<file path="config.mk">
export PLATFORM = sky130hd
export DESIGN_NAME = dfrs_supervisor
export DESIGN_NICKNAME = d
export VERILOG_FILES = /design/src/include/dfrs_pkg.sv /design/src/rtl/dfrs_supervisor.sv
export SDC_FILE = /design/constraint.sdc
export NUM_CORES = 2
export LEC_CHECK = 0
export BUFFER_PORTS_ARGS = -buffer_cell sky130_fd_sc_hd__buf_2
export CAP_MARGIN = 20
export CORE_MARGIN = 2
export CORE_UTILIZATION = 57
export DETAILED_ROUTE_END_ITERATION = 10
export GPL_TIMING_DRIVEN = 0
export PLACE_DENSITY = 0.74
export SLEW_MARGIN = 20
export SYNTH_ARGS = -nofsm -noshare
export SYNTH_HDL_FRONTEND = slang
export SYNTH_SLANG_ARGS = --single-unit
</file>
<file path="constraint.sdc">
create_clock -name clk -period 15.2 [get_ports clk]
set_input_delay 3.04 -clock clk [delete_from_list [all_inputs] [get_ports clk]]
set_output_delay 3.04 -clock clk [all_outputs]
set_load 0.02 [all_outputs]
</file>
<file path="src/include/dfrs_pkg.sv">
package dfrs_pkg;
  // clock and time base
  localparam int CLK_FREQ_HZ = 50_000_000;
  localparam int TICK_PERIOD_MS = 1;
  localparam int TICK_CYCLES_DEF = CLK_FREQ_HZ / 1000 * TICK_PERIOD_MS;
  localparam int CREDIT_TIME_S = 30;
  localparam int CREDIT_TICKS_DEF = CREDIT_TIME_S * 1000 / TICK_PERIOD_MS;
  // history depth and field widths
  localparam int HIST_DEPTH_DEF = 5;
  localparam int FREQ_W = 16;
  localparam int CUR_W = 16;
  localparam int NFAULT = 12;
  // fault type codes, zero means no fault
  localparam logic [3:0] FLT_NONE = 4'h0;
  localparam logic [3:0] FLT_OVERCURRENT = 4'h1;
  localparam logic [3:0] FLT_HIGH_DC_BUS = 4'h2;
  localparam logic [3:0] FLT_EMERGENCY_HALT = 4'h3;
  localparam logic [3:0] FLT_UNDERVOLTAGE = 4'h4;
  localparam logic [3:0] FLT_EARTH_LEAK = 4'h5;
  localparam logic [3:0] FLT_HEATSINK_HOT = 4'h6;
  localparam logic [3:0] FLT_MOTOR_I2T = 4'h7;
  localparam logic [3:0] FLT_LOAD_EXCESS = 4'h8;
  localparam logic [3:0] FLT_HARDWARE = 4'h9;
  localparam logic [3:0] FLT_OUT_PHASE = 4'hA;
  localparam logic [3:0] FLT_IN_PHASE = 4'hB;
  localparam logic [3:0] FLT_DRIVE_OVERLOAD = 4'hC;
  // ramp state reported by the frequency generator
  localparam logic [1:0] RAMP_STEADY = 2'h0;
  localparam logic [1:0] RAMP_ACCEL = 2'h1;
  localparam logic [1:0] RAMP_DECEL = 2'h2;
  // register byte addresses
  localparam logic [7:0] ADDR_CTRL = 8'h00;
  localparam logic [7:0] ADDR_DWELL = 8'h04;
  localparam logic [7:0] ADDR_JUMP0 = 8'h08;
  localparam logic [7:0] ADDR_JUMP1 = 8'h0C;
  localparam logic [7:0] ADDR_JUMP2 = 8'h10;
  localparam logic [7:0] ADDR_SEARCH = 8'h14;
  localparam logic [7:0] ADDR_MOTOR = 8'h18;
  localparam logic [7:0] ADDR_RETRY = 8'h1C;
  localparam logic [7:0] ADDR_STATUS = 8'h20;
  localparam logic [7:0] ADDR_HIST_SEL = 8'h24;
  localparam logic [7:0] ADDR_HIST_A = 8'h28;
  localparam logic [7:0] ADDR_HIST_B = 8'h2C;
  localparam logic [7:0] ADDR_CMD = 8'h30;
  // field positions
  localparam int CTRL_AUTOSTART_BIT = 2;
  localparam int CTRL_RESET_RESTART_BIT = 3;
  localparam int CTRL_SEARCH_LSB = 4;
  localparam int CMD_ERASE_BIT = 0;
  localparam int CMD_KEY_RESET_BIT = 1;
  localparam int SS_ACCEL = 0;
  localparam int SS_RESTART = 1;
  localparam int SS_POWER_DIP = 2;
  localparam int SS_POWER_ON = 3;
  // reset values
  localparam logic [7:0] CTRL_RST = 8'h00;
  localparam logic [31:0] DWELL_RST = 32'h0000_0000;
  localparam logic [31:0] JUMP_RST = 32'h0000_0000;
  localparam logic [23:0] SEARCH_RST = 24'h00_0064;
  localparam logic [15:0] MOTOR_RST = 16'h0000;
  localparam logic [3:0] RETRY_COUNT_RST = 4'h0;
  localparam logic [15:0] RETRY_DELAY_RST = 16'h0000;
  localparam logic [23:0] PERCENT_DIV = 24'h00_0064;
  // supervisor states
  typedef enum logic [2:0] {
    ST_STOP = 3'b000,
    ST_DWELL = 3'b001,
    ST_RUN = 3'b010,
    ST_TRIP = 3'b011,
    ST_RETRY_WAIT = 3'b100
  } dfrs_state_t;
endpackage : dfrs_pkg

</file>
<file path="src/rtl/dfrs_supervisor.sv">
`timescale 1ns/100ps
`default_nettype none
// What this block does
// - keep last five trips, browsable one by one
// - commit pending trip to history on reset
// - entry holds type, frequency, current, ramp state
// - twelve distinct fault type codes
// - hardware fault never cleared by reset
// - report only highest priority active fault
// - erase command clears whole history at once
// - zero dwell duration skips dwell step
// - three jump bands snap to band edge
// - jump bands only at steady speed
// - two-bit field enables output/input phase loss
// - no autostart: toggle run after power-up
// - autostart: run resumes at power-up
// - reset restart option or run toggle
// - four-bit speed search enable per event
// - search current limited to percent of rated
// - separate search proportional and integral gains
// - auto clear and restart up to count
// - no auto restart for undervoltage, halt, hardware
// - retry count down per fault, up after 30s
module dfrs_supervisor
  import dfrs_pkg::*;
#(
  parameter int TICK_CYCLES = TICK_CYCLES_DEF,
  parameter int CREDIT_TICKS = CREDIT_TICKS_DEF,
  parameter int HIST_DEPTH = HIST_DEPTH_DEF
)(
  // clock, reset, enable
  input wire logic clk,
  input wire logic rst_n,
  input wire logic ce,
  // apb slave
  input wire logic psel,
  input wire logic penable,
  input wire logic pwrite,
  input wire logic [7:0] paddr,
  input wire logic [31:0] pwdata,
  output logic [31:0] prdata,
  output logic pready,
  output logic pslverr,
  // terminal pins, asynchronous
  input wire logic [NFAULT-1:0] fault_in,
  input wire logic forward_run_input,
  input wire logic reverse_run_input,
  input wire logic reset_terminal,
  input wire logic power_dip,
  // output stage status, same clock
  input wire logic [FREQ_W-1:0] ref_freq,
  input wire logic [CUR_W-1:0] out_current,
  input wire logic [1:0] ramp_state,
  input wire logic speed_locked,
  // output stage commands
  output logic run_out,
  output logic [FREQ_W-1:0] freq_cmd,
  output logic dwell_active,
  output logic search_active,
  output logic [23:0] search_current_limit,
  output logic [7:0] speed_search_p_gain,
  output logic [7:0] speed_search_i_gain,
  output logic tripped,
  output logic [3:0] fault_code,
  output logic [3:0] retry_left
);

  // highest priority: hardware first, then lowest code
  function automatic logic [3:0] dfrs_prio(input logic [NFAULT-1:0] v);
    logic [3:0] c;
    c = FLT_NONE;
    for (int i = NFAULT - 1; i >= 0; i--)
    begin
      if (v[i])
        c = 4'(i + 1);
    end
    if (v[FLT_HARDWARE - 4'h1])
      c = FLT_HARDWARE;
    return c;
  endfunction : dfrs_prio

  // reference inside [lo,hi] snaps to the lower edge
  function automatic logic [FREQ_W-1:0] dfrs_jump(input logic [FREQ_W-1:0] f,
                                                  input logic [31:0] band);
    logic in_band;
    in_band = (f >= band[15:0]) && (f <= band[31:16]);
    return in_band ? band[15:0] : f;
  endfunction : dfrs_jump

  // two-flop synchronisers for all pins
  localparam int SYNC_W = NFAULT + 4;
  logic [SYNC_W-1:0] sync1_ff;
  logic [SYNC_W-1:0] sync2_ff;
  logic rst_term_prev_ff;

  // configuration registers
  logic [7:0] ctrl_ff;
  logic [31:0] dwell_ff;
  logic [31:0] jump_ff [3];
  logic [23:0] search_ff;
  logic [15:0] rated_current_ff;
  logic [3:0] retry_cfg_ff;
  logic [15:0] retry_delay_ff;
  logic [2:0] hist_sel_ff;

  // supervisor state
  dfrs_state_t state_ff;
  dfrs_state_t nxt_state;
  logic [15:0] tick_cnt_ff;
  logic [15:0] timer_ff;
  logic [15:0] credit_ff;
  logic fresh_ff;
  logic armed_ff;
  logic ipf_ff;
  logic restarted_ff;
  logic hw_latched_ff;
  logic [3:0] pend_code_ff;
  logic [FREQ_W-1:0] pend_freq_ff;
  logic [CUR_W-1:0] pend_cur_ff;
  logic [1:0] pend_ramp_ff;

  // history storage, slot 0 is the newest
  logic [3:0] hist_type_ff [HIST_DEPTH];
  logic [FREQ_W-1:0] hist_freq_ff [HIST_DEPTH];
  logic [CUR_W-1:0] hist_cur_ff [HIST_DEPTH];
  logic [1:0] hist_ramp_ff [HIST_DEPTH];
  logic [2:0] hist_cnt_ff;

  // output flops
  logic [31:0] prdata_ff;
  logic pready_ff;
  logic pslverr_ff;
  logic run_ff;
  logic [FREQ_W-1:0] freq_ff;
  logic search_ff_on;
  logic [23:0] limit_ff;
  logic tripped_ff;
  logic [3:0] fault_code_ff;
  logic [3:0] retry_left_ff;

  // synchronised pin views
  wire logic [NFAULT-1:0] flt_s = sync2_ff[NFAULT-1:0];
  wire logic fwd_s = sync2_ff[NFAULT];
  wire logic rev_s = sync2_ff[NFAULT+1];
  wire logic rst_term_s = sync2_ff[NFAULT+2];
  wire logic dip_s = sync2_ff[NFAULT+3];
  wire logic run_cmd = fwd_s | rev_s;

  // fault masking and priority
  wire logic [1:0] phase_sel = ctrl_ff[1:0];
  wire logic [NFAULT-1:0] flt_en = {1'b1, phase_sel[1], phase_sel[0], 9'h1FF};
  wire logic [NFAULT-1:0] flt_act = flt_s & flt_en;
  wire logic [3:0] top_code = dfrs_prio(flt_act);
  wire logic in_trip = (state_ff == ST_TRIP) || (state_ff == ST_RETRY_WAIT);
  wire logic trip_new = !in_trip && (top_code != FLT_NONE);

  // auto restart eligibility
  wire logic no_retry_type = (top_code == FLT_UNDERVOLTAGE) ||
                             (top_code == FLT_EMERGENCY_HALT) ||
                             (top_code == FLT_HARDWARE);
  wire logic retry_ok = !no_retry_type && (retry_left_ff != 4'h0);
  wire dfrs_state_t trip_dest = retry_ok ? ST_RETRY_WAIT : ST_TRIP;

  // apb decode
  wire logic apb_take = psel && penable && pready_ff;
  wire logic apb_wr = apb_take && pwrite;
  wire logic sel_ctrl = (paddr == ADDR_CTRL);
  wire logic sel_dwell = (paddr == ADDR_DWELL);
  wire logic sel_j0 = (paddr == ADDR_JUMP0);
  wire logic sel_j1 = (paddr == ADDR_JUMP1);
  wire logic sel_j2 = (paddr == ADDR_JUMP2);
  wire logic sel_search = (paddr == ADDR_SEARCH);
  wire logic sel_motor = (paddr == ADDR_MOTOR);
  wire logic sel_retry = (paddr == ADDR_RETRY);
  wire logic sel_status = (paddr == ADDR_STATUS);
  wire logic sel_hsel = (paddr == ADDR_HIST_SEL);
  wire logic sel_ha = (paddr == ADDR_HIST_A);
  wire logic sel_hb = (paddr == ADDR_HIST_B);
  wire logic sel_cmd = (paddr == ADDR_CMD);
  wire logic mapped = sel_ctrl | sel_dwell | sel_j0 | sel_j1 | sel_j2 | sel_search |
                      sel_motor | sel_retry | sel_status | sel_hsel | sel_ha |
                      sel_hb | sel_cmd;
  wire logic erase_cmd = apb_wr && sel_cmd && pwdata[CMD_ERASE_BIT];
  wire logic key_reset = apb_wr && sel_cmd && pwdata[CMD_KEY_RESET_BIT];

  // history entry under browse, empty slots read zero
  wire logic hsel_ok = ({1'b0, hist_sel_ff} < {1'b0, hist_cnt_ff});
  wire logic [31:0] hist_a = hsel_ok ? {hist_freq_ff[hist_sel_ff], 10'h000,
                                        hist_ramp_ff[hist_sel_ff],
                                        hist_type_ff[hist_sel_ff]} : 32'h0000_0000;
  wire logic [31:0] hist_b = hsel_ok ? {16'h0000, hist_cur_ff[hist_sel_ff]} : 32'h0000_0000;
  wire logic [31:0] status_word = {13'h0000, state_ff, hw_latched_ff, hist_cnt_ff,
                                   retry_left_ff, search_ff_on, dwell_active, run_ff,
                                   tripped_ff, fault_code_ff};
  wire logic [31:0] rd_mux =
    sel_ctrl ? {24'h00_0000, ctrl_ff} :
    sel_dwell ? dwell_ff :
    sel_j0 ? jump_ff[0] :
    sel_j1 ? jump_ff[1] :
    sel_j2 ? jump_ff[2] :
    sel_search ? {8'h00, search_ff} :
    sel_motor ? {16'h0000, rated_current_ff} :
    sel_retry ? {retry_delay_ff, 12'h000, retry_cfg_ff} :
    sel_status ? status_word :
    sel_hsel ? {29'h0000_0000, hist_sel_ff} :
    sel_ha ? hist_a :
    sel_hb ? hist_b : 32'h0000_0000;

  // fault clearing sources
  wire logic manual_reset = (key_reset || (rst_term_s && !rst_term_prev_ff)) &&
                            !hw_latched_ff;
  wire logic halt_release = (pend_code_ff == FLT_EMERGENCY_HALT) &&
                            !flt_s[FLT_EMERGENCY_HALT - 4'h1];
  wire logic tick = (tick_cnt_ff == 16'(TICK_CYCLES - 1));
  wire logic [15:0] dwell_dur = dwell_ff[31:16];
  wire logic dwell_on = (dwell_dur != 16'h0000);
  wire logic dwell_done = timer_ff >= dwell_dur;
  wire logic delay_done = timer_ff >= retry_delay_ff;
  wire logic autostart = ctrl_ff[CTRL_AUTOSTART_BIT];
  wire logic reset_restart = ctrl_ff[CTRL_RESET_RESTART_BIT];
  wire logic [3:0] ss_sel = ctrl_ff[CTRL_SEARCH_LSB +: 4];
  wire logic start_ok = run_cmd && !dip_s && (armed_ff || (fresh_ff && autostart));
  wire logic credit_done = (credit_ff == 16'(CREDIT_TICKS - 1)) && tick;

  // state transitions and start decisions
  logic go_start;
  logic want_search;
  logic clr_fault;
  always_comb
  begin
    nxt_state = state_ff;
    go_start = 1'b0;
    want_search = 1'b0;
    clr_fault = 1'b0;
    case (state_ff)
      ST_STOP:
        if (trip_new)
          nxt_state = trip_dest;
        else if (ipf_ff && run_cmd && !dip_s)
        begin
          go_start = 1'b1;
          want_search = ss_sel[SS_POWER_DIP];
        end
        else if (start_ok)
        begin
          go_start = 1'b1;
          want_search = fresh_ff ? ss_sel[SS_POWER_ON] : ss_sel[SS_ACCEL];
        end
      ST_DWELL:
        if (trip_new)
          nxt_state = trip_dest;
        else if (!run_cmd)
          nxt_state = ST_STOP;
        else if (dwell_done)
          nxt_state = ST_RUN;
      ST_RUN:
        if (trip_new)
          nxt_state = trip_dest;
        else if (!run_cmd || dip_s)
          nxt_state = ST_STOP;
      ST_TRIP, ST_RETRY_WAIT:
        if (manual_reset || halt_release)
        begin
          clr_fault = 1'b1;
          nxt_state = ST_STOP;
          if (reset_restart && run_cmd && manual_reset)
          begin
            go_start = 1'b1;
            want_search = ss_sel[SS_RESTART];
          end
        end
        else if (state_ff == ST_RETRY_WAIT && delay_done)
        begin
          clr_fault = 1'b1;
          nxt_state = ST_STOP;
          go_start = run_cmd;
          want_search = ss_sel[SS_RESTART];
        end
      default:
        nxt_state = ST_STOP;
    endcase
    if (go_start)
      nxt_state = dwell_on ? ST_DWELL : ST_RUN;
  end

  // output frequency: dwell value, banded reference or plain sweep
  wire logic [FREQ_W-1:0] jf0 = dfrs_jump(ref_freq, jump_ff[0]);
  wire logic [FREQ_W-1:0] jf1 = dfrs_jump(jf0, jump_ff[1]);
  wire logic [FREQ_W-1:0] jf2 = dfrs_jump(jf1, jump_ff[2]);
  wire logic [FREQ_W-1:0] run_freq = (ramp_state == RAMP_STEADY) ? jf2 : ref_freq;
  wire logic [FREQ_W-1:0] nxt_freq = (nxt_state == ST_DWELL) ? dwell_ff[15:0] :
                                     (nxt_state == ST_RUN) ? run_freq : 16'h0000;
  wire logic [23:0] nxt_limit = 24'(({8'h00, rated_current_ff} * {16'h0000, search_ff[7:0]})
                                    / PERCENT_DIV);

  // pins pass two flops before use
  always_ff @(posedge clk or negedge rst_n)
  begin
    if (!rst_n)
    begin
      sync1_ff <= {4'h3, {NFAULT{1'b0}}}; // no false run drop at power-up
      sync2_ff <= {4'h3, {NFAULT{1'b0}}};
      rst_term_prev_ff <= 1'b0;
    end
    else if (ce)
    begin
      sync1_ff <= {power_dip, reset_terminal, reverse_run_input, forward_run_input, fault_in};
      sync2_ff <= sync1_ff;
      rst_term_prev_ff <= rst_term_s;
    end
  end

  // apb slave: one wait state, then pready for one cycle
  always_ff @(posedge clk or negedge rst_n)
  begin
    if (!rst_n)
    begin
      pready_ff <= 1'b0;
      pslverr_ff <= 1'b0;
      prdata_ff <= 32'h0000_0000;
    end
    else if (ce)
    begin
      pready_ff <= psel && penable && !pready_ff;
      pslverr_ff <= psel && penable && !pready_ff && !mapped;
      prdata_ff <= (psel && penable && !pready_ff && !pwrite) ? rd_mux : 32'h0000_0000;
    end
  end

  // configuration writes take effect on the accepting edge
  always_ff @(posedge clk or negedge rst_n)
  begin
    if (!rst_n)
    begin
      ctrl_ff <= CTRL_RST;
      dwell_ff <= DWELL_RST;
      for (int i = 0; i < 3; i++)
        jump_ff[i] <= JUMP_RST;
      search_ff <= SEARCH_RST;
      rated_current_ff <= MOTOR_RST;
      retry_cfg_ff <= RETRY_COUNT_RST;
      retry_delay_ff <= RETRY_DELAY_RST;
      hist_sel_ff <= 3'h0;
    end
    else if (ce && apb_wr)
    begin
      if (sel_ctrl) ctrl_ff <= pwdata[7:0];
      if (sel_dwell) dwell_ff <= pwdata;
      if (sel_j0) jump_ff[0] <= pwdata;
      if (sel_j1) jump_ff[1] <= pwdata;
      if (sel_j2) jump_ff[2] <= pwdata;
      if (sel_search) search_ff <= pwdata[23:0];
      if (sel_motor) rated_current_ff <= pwdata[15:0];
      if (sel_retry) retry_cfg_ff <= pwdata[3:0];
      if (sel_retry) retry_delay_ff <= pwdata[31:16];
      if (sel_hsel) hist_sel_ff <= pwdata[2:0];
    end
  end

  // millisecond time base and state timer, restarted on every state change
  always_ff @(posedge clk or negedge rst_n)
  begin
    if (!rst_n)
    begin
      tick_cnt_ff <= 16'h0000;
      timer_ff <= 16'h0000;
    end
    else if (ce)
    begin
      tick_cnt_ff <= tick ? 16'h0000 : tick_cnt_ff + 16'h0001;
      if (nxt_state != state_ff)
        timer_ff <= 16'h0000;
      else if (tick && timer_ff != 16'hFFFF)
        timer_ff <= timer_ff + 16'h0001;
    end
  end

  // run control: power-up, arming by run toggle, power dip memory
  always_ff @(posedge clk or negedge rst_n)
  begin
    if (!rst_n)
    begin
      state_ff <= ST_STOP;
      fresh_ff <= 1'b1;
      armed_ff <= 1'b0;
      ipf_ff <= 1'b0;
    end
    else if (ce)
    begin
      state_ff <= nxt_state;
      if (go_start || !run_cmd)
        fresh_ff <= 1'b0;
      if (!run_cmd)
        armed_ff <= 1'b1;
      else if (clr_fault && !go_start)
        armed_ff <= 1'b0;
      if (state_ff == ST_RUN && dip_s && run_cmd)
        ipf_ff <= 1'b1;
      else if (go_start || !run_cmd || trip_new)
        ipf_ff <= 1'b0;
    end
  end

  // trip capture; a hardware trip stays until power cycles
  always_ff @(posedge clk or negedge rst_n)
  begin
    if (!rst_n)
    begin
      hw_latched_ff <= 1'b0;
      pend_code_ff <= FLT_NONE;
      pend_freq_ff <= 16'h0000;
      pend_cur_ff <= 16'h0000;
      pend_ramp_ff <= RAMP_STEADY;
    end
    else if (ce)
    begin
      if (trip_new)
      begin
        pend_code_ff <= top_code;
        pend_freq_ff <= freq_ff;
        pend_cur_ff <= out_current;
        pend_ramp_ff <= ramp_state;
        if (top_code == FLT_HARDWARE)
          hw_latched_ff <= 1'b1;
      end
      else if (clr_fault)
        pend_code_ff <= FLT_NONE;
    end
  end

  // history: commit on clear, oldest falls off the end; erase wins
  always_ff @(posedge clk or negedge rst_n)
  begin
    if (!rst_n)
    begin
      hist_cnt_ff <= 3'h0;
      for (int i = 0; i < HIST_DEPTH; i++)
      begin
        hist_type_ff[i] <= FLT_NONE;
        hist_freq_ff[i] <= 16'h0000;
        hist_cur_ff[i] <= 16'h0000;
        hist_ramp_ff[i] <= RAMP_STEADY;
      end
    end
    else if (ce)
    begin
      if (erase_cmd)
      begin
        hist_cnt_ff <= 3'h0;
        for (int i = 0; i < HIST_DEPTH; i++)
          hist_type_ff[i] <= FLT_NONE;
      end
      else if (clr_fault)
      begin
        for (int i = HIST_DEPTH - 1; i > 0; i--)
        begin
          hist_type_ff[i] <= hist_type_ff[i-1];
          hist_freq_ff[i] <= hist_freq_ff[i-1];
          hist_cur_ff[i] <= hist_cur_ff[i-1];
          hist_ramp_ff[i] <= hist_ramp_ff[i-1];
        end
        hist_type_ff[0] <= pend_code_ff;
        hist_freq_ff[0] <= pend_freq_ff;
        hist_cur_ff[0] <= pend_cur_ff;
        hist_ramp_ff[0] <= pend_ramp_ff;
        if (hist_cnt_ff != 3'(HIST_DEPTH))
          hist_cnt_ff <= hist_cnt_ff + 3'h1;
      end
    end
  end

  // retry budget: spent per fault, earned back by a clean run after restart
  always_ff @(posedge clk or negedge rst_n)
  begin
    if (!rst_n)
    begin
      retry_left_ff <= RETRY_COUNT_RST;
      credit_ff <= 16'h0000;
      restarted_ff <= 1'b0;
    end
    else if (ce)
    begin
      if (apb_wr && sel_retry)
        retry_left_ff <= pwdata[3:0];
      else if (trip_new && retry_left_ff != 4'h0)
        retry_left_ff <= retry_left_ff - 4'h1;
      else if (restarted_ff && credit_done && retry_left_ff < retry_cfg_ff)
        retry_left_ff <= retry_left_ff + 4'h1;
      if (clr_fault && go_start)
        restarted_ff <= 1'b1;
      else if (trip_new || credit_done || nxt_state == ST_STOP)
        restarted_ff <= 1'b0;
      if (state_ff != ST_RUN || !restarted_ff || credit_done)
        credit_ff <= 16'h0000;
      else if (tick)
        credit_ff <= credit_ff + 16'h0001;
    end
  end

  // registered outputs to the output stage
  always_ff @(posedge clk or negedge rst_n)
  begin
    if (!rst_n)
    begin
      run_ff <= 1'b0;
      freq_ff <= 16'h0000;
      search_ff_on <= 1'b0;
      limit_ff <= 24'h00_0000;
      tripped_ff <= 1'b0;
      fault_code_ff <= FLT_NONE;
    end
    else if (ce)
    begin
      run_ff <= (nxt_state == ST_DWELL) || (nxt_state == ST_RUN);
      freq_ff <= nxt_freq;
      if (go_start)
        search_ff_on <= want_search;
      else if (speed_locked || !((nxt_state == ST_DWELL) || (nxt_state == ST_RUN)))
        search_ff_on <= 1'b0;
      limit_ff <= nxt_limit;
      tripped_ff <= (nxt_state == ST_TRIP) || (nxt_state == ST_RETRY_WAIT);
      fault_code_ff <= trip_new ? top_code : (clr_fault ? FLT_NONE : pend_code_ff);
    end
  end

  // a hardware trip keeps its code until power is removed
  assign prdata = prdata_ff;
  assign pready = pready_ff;
  assign pslverr = pslverr_ff;
  assign run_out = run_ff;
  assign freq_cmd = freq_ff;
  assign dwell_active = run_ff && (state_ff == ST_DWELL);
  assign search_active = search_ff_on;
  assign search_current_limit = limit_ff;
  assign speed_search_p_gain = search_ff[15:8];
  assign speed_search_i_gain = search_ff[23:16];
  assign tripped = tripped_ff;
  assign fault_code = fault_code_ff;
  assign retry_left = retry_left_ff;

endmodule : dfrs_supervisor
`default_nettype wire

</file>
==> results list <==
* Remaining max-slew budget at the tightest pin: about 20%
- Fraction of power spent switching nets: between 30% and 40%
- Leakage dissipation: roughly 21 nW
- In this run the critical register-to-register path is launched from search_ff[5].
- Power spent charging and discharging nets: about 1.5 mW
- At the end of routability-driven placement, the weighted congestion stood at 0.988.
- Share of async-settable or async-resettable flops after synthesis: 100%
* R2R cell count: 56
* Post-detail-place hpwl: 92100 um
- With fillers left out, the area of the finished cells amounts to 44900 um^2.
- Highest fanout seen on the critical path: 10
- Clock-pin slew reported for the worst setup and hold paths after clock tree synthesis: 60 ps
- Total iterations of the first detailed-routing run: 7
* Internal cell power: 3.11 mW
* Least-Margin Pin Slew: 1200 ps
- The die covers 69300 um^2.
- 199 I/O pins were placed.
* All-layer global routing usage: 35.2%
* Via count of the first global-routing pass: around 33000
- For this block, the routed nets add up to roughly 120000 um of wire.
- Hold is met by 462 ps.
- At the worst endpoint, the required time is 15760 ps.
* Startpoint types: flip-flop
- After synthesis, the mean cell area works out to 9.31 um^2.
- Standard cell with the maximum stage delay on the critical path: fa_1
- Power share of the sequential group: roughly 43%
* Area growth from synthesis to layout: 17.0%
- In this run the standard cell core region covers 66900 um^2.
* Ratio of total power to cell area: just over 100 nW/um^2
* Number of buffers added by the clock tree synthesis step: 67
- In the synthesized netlist, the number of instances is 4119.
- In this run the most used layer during global routing was met2.
- Hold WC Path Type: reg -> reg
- Clk network pwr share: 36.9%
- Proportion of synthesized chip area in sequential cells: 38.8%
- Worst-case setup slack after placement: -2320 ps
- RSZ-0062 raised after global routing: yes
- Number of nets in the final layout: approximately 4800
- Setup slack, reg-to-reg: roughly 210 ps
- After detailed placement, the total cell area comes to 40600 um^2.
- Number of DRC markers after the initial detailed-route iteration: 3201
* Clock tree sinks: 594
- Entering global routing, the biggest net connects 102 pins.
- Clock tree from TritonCTS: done
- Crit Reg-Reg Endpoint: search_current_limit[0]
- Level count of the clock H-tree: 3
* Maximum resistive drop on vdd: roughly 0.13 mV
- Across the run, the number of max-cap violations was 0.
- In this run, synthesis inferred 0 flip-flops with an integrated enable.
* Fraction of layout cells with a size suffix above 1: 21.3%
* Power share of the combinational group: 19.8%
- Number of routed nets with antenna violations: 0
- Met2 capacity usage during global routing: between 50 and 60%
- The die is around 260 um tall.
- The number of antenna violations at the first check in global routing was 13.
* Critical path's largest stage delay: 560 ps
* Power consumption: 4.58 mW
- The netlist uses 110 different library cells.
- By instance count, the cell type seen most on the critical path is fa_1.
- Maximum clock frequency: 66.7 MHz
- Final critical-path setup slack: 211 ps
* Synth Register Bits: 594
- Global routing finished with a remaining overflow of 0.
- Hold EP: hist_freq_ff[70]
- The worst path needs 14990 ps of the cycle, external delays included.
- Port buffering added between 150 and 200 buffers.
- No sink is reached through more buffers than the 3 on the longest clock path.
- Via Count: 33700
* Number of cells on the worst hold path: 2
* Yosys warning count: 0
- Nature of the critical path endpoint: flip-flop
* Worst endpoint data arrival time: 15550 ps
- Adding up every negative setup slack in the final design gives 0 ps.
* Hold_sp: pend_freq_ff[6]
- Post-detailed-route via-to-cell ratio: 6.25
- Detailed-route wire length per cell: between 20 and 25 um
* Type of the worst setup path: reg -> reg
* Worst skew pair latency: 630 ps
- Horizontal die dimension: 263 um
- Setup violations remaining at the end of the flow were counted as 0.
- The flow ran to the end, and the final reports show no timing, DRC or antenna violations.
* Primary flip-flop cell chosen by synthesis mapping: dfrtp_1
- CTS Hold Buffers Added: 0
- After layout, the worst path uses a little over nine tenths of the clock period.
- The first global-routing pass estimated 189000 um of wire.
* Post-detailed-route DRC marker count: 0
- Summing every instance area after synthesis gives 38300 um^2.
* Number of placement rows: 95
* Initial standard-cell utilization of the core: 57.3%
- Post-Route Skew: 28.5 ps
- In the layout the commonest cells are 828 x nand2_1, 578 x dfrtp_1, 251 x mux2_2, 241 x inv_1, 220 x nor2_1.
- CTS placed an instance of clkbuf_16 at the clock tree root.
- Global routing used under 10% of the available met3 tracks.
- The number of slew-limit violations in the final report was 0.
* Hold Fails Final Rpt: 0
- For this run, global-route usage on met1 was measured as 45.3%.
- Most common library cell in the layout ignoring fill and taps: nand2_1
[state kept, by name, indices dropped and copies added (netlist names), 16 cells and up]
register and cells:
pend_freq_ff 16, search_ff 24, credit_ff 16, hist_cur_ff 80
hist_freq_ff 80, tick_cnt_ff 16, freq_cmd 16, retry_delay_ff 16
sync2_ff 16, sync1_ff 16, prdata 32, rated_current_ff 16
jump_ff 96, search_current_limit 18, hist_type_ff 20, timer_ff 16
dwell_ff 32, pend_cur_ff 16
[metal layers]
layer  routed length [um]  vias to the layer above
li1                     -                    15200
met3                12300                      358
met2                56800                     1570
met5                  102                        -
met4                 6570                       14
met1                48000                    16600
[logic make-up after synthesis]
logic type / after synthesis / synth area share, %
other cells: 1 / 0.00978
xor+xnor: 87 / 1.99
buf+inv: 480 / 5.02
compound gates: 886 / 16.2
mux: 319 / 10.3
simple gates: 1482 / 17.1
fa+ha+maj: 270 / 10.5
flops: 594 / 38.8
[synth_stat cells (12+ instances only)]
library cell  count  area share (%)
o31ai_1          16            0.31
a21o_1           48            0.94
xor2_1           40            0.91
clkbuf_1        167             1.6
a221oi_1         23            0.53
a222oi_1         16            0.42
buf_2            19            0.25
or3_1            18            0.29
o21ai_0         132             1.7
o2111ai_1        12            0.27
a21oi_1         220             2.9
a31oi_1          39            0.64
ha_1            184             6.0
o22ai_1          24            0.39
a211oi_1         37            0.72
a22oi_1          54             1.1
o211ai_1         26            0.51
nand2b_1         42            0.69
a22o_1           48             1.1
nor3_1           34            0.44
xnor2_1          47             1.1
nor4_1           19            0.31
nor2b_1          36            0.59
mux4_2           35             2.1
dfrtp_1         586              38
mux2_2          253             7.4
nand4_1          38            0.62
nand3_1          67            0.87
nor2_1          230             2.3
and2_1           97             1.6
o2bb2ai_1        27            0.62
buf_4            24            0.47
mux2i_1          30            0.78
nand2_1         833             8.2
buf_1            27            0.26
fa_1             85             4.4
inv_1           241             2.4
and3_1           21            0.34
[power by group through the flow]
stage          clock network [mW]  logic, mW  registers [mW]
3_3_place_gp                    0      0.859            1.99
2_1_floorplan                   0      0.561            1.96
5_1_grt                      1.77       1.01            2.00
3_5_place_dp                    0      0.886            2.00
4_1_cts                      1.70      0.897            1.97
6_report                     1.69      0.910            1.98
[critical path, delay by kind of cell (launching register included)]
kind	cells	cell delay [ps]
compound gates	27	7000
mux	2	680
buf+inv	10	1320
xor+xnor	2	280
simple gates	9	2280
fa+ha+maj	6	2820
flops	1	540
[area by class of cell]
| cell class | count | area [um^2] |
|---|---|---|
| multi-input cells | 3050 | 22800 |
| fillers | 5330 | 22100 |
| flip-flops and latches | 594 | 14900 |
| clock buffers | 95 | 1900 |
| repair buffers | 277 | 1770 |
| plain buffers | 228 | 1090 |
| well taps | 873 | 1090 |
| inverters | 242 | 908 |
| clock inverters | 26 | 373 |
| diodes | 6 | 15.0 |
[per-stage QoR]
stage          utilization [%]  std cells
6_report                  67.0       5391
5_1_grt                   67.0       5385
4_1_cts                   65.3       5342
3_5_place_dp              60.7       5193
3_3_place_gp              60.3       5185
2_1_floorplan                -       4124
[worst max path at each step]
stage / startpoint / endpoint
6_report: search_ff[5] / search_current_limit[0]
5_1_grt: search_ff[7] / search_current_limit[0]
4_1_cts: search_ff[6] / search_current_limit[0]
3_5_place_dp: search_ff[2] / search_current_limit[0]
3_3_place_gp: search_ff[2] / search_current_limit[0]
2_1_floorplan: search_ff[6] / search_current_limit[0]
[what timing repair did]
item | in CTS | in global routing
endpoints found under the hold margin | 0 | 0
pin swaps | 30 | 72
buffers inserted | 34 | 46
resized for setup | 125 | 186
gates cloned | 0 | 1
endpoints found under the setup margin | 5 | 12
No activity file was read; power rests on OpenSTA's default activity.
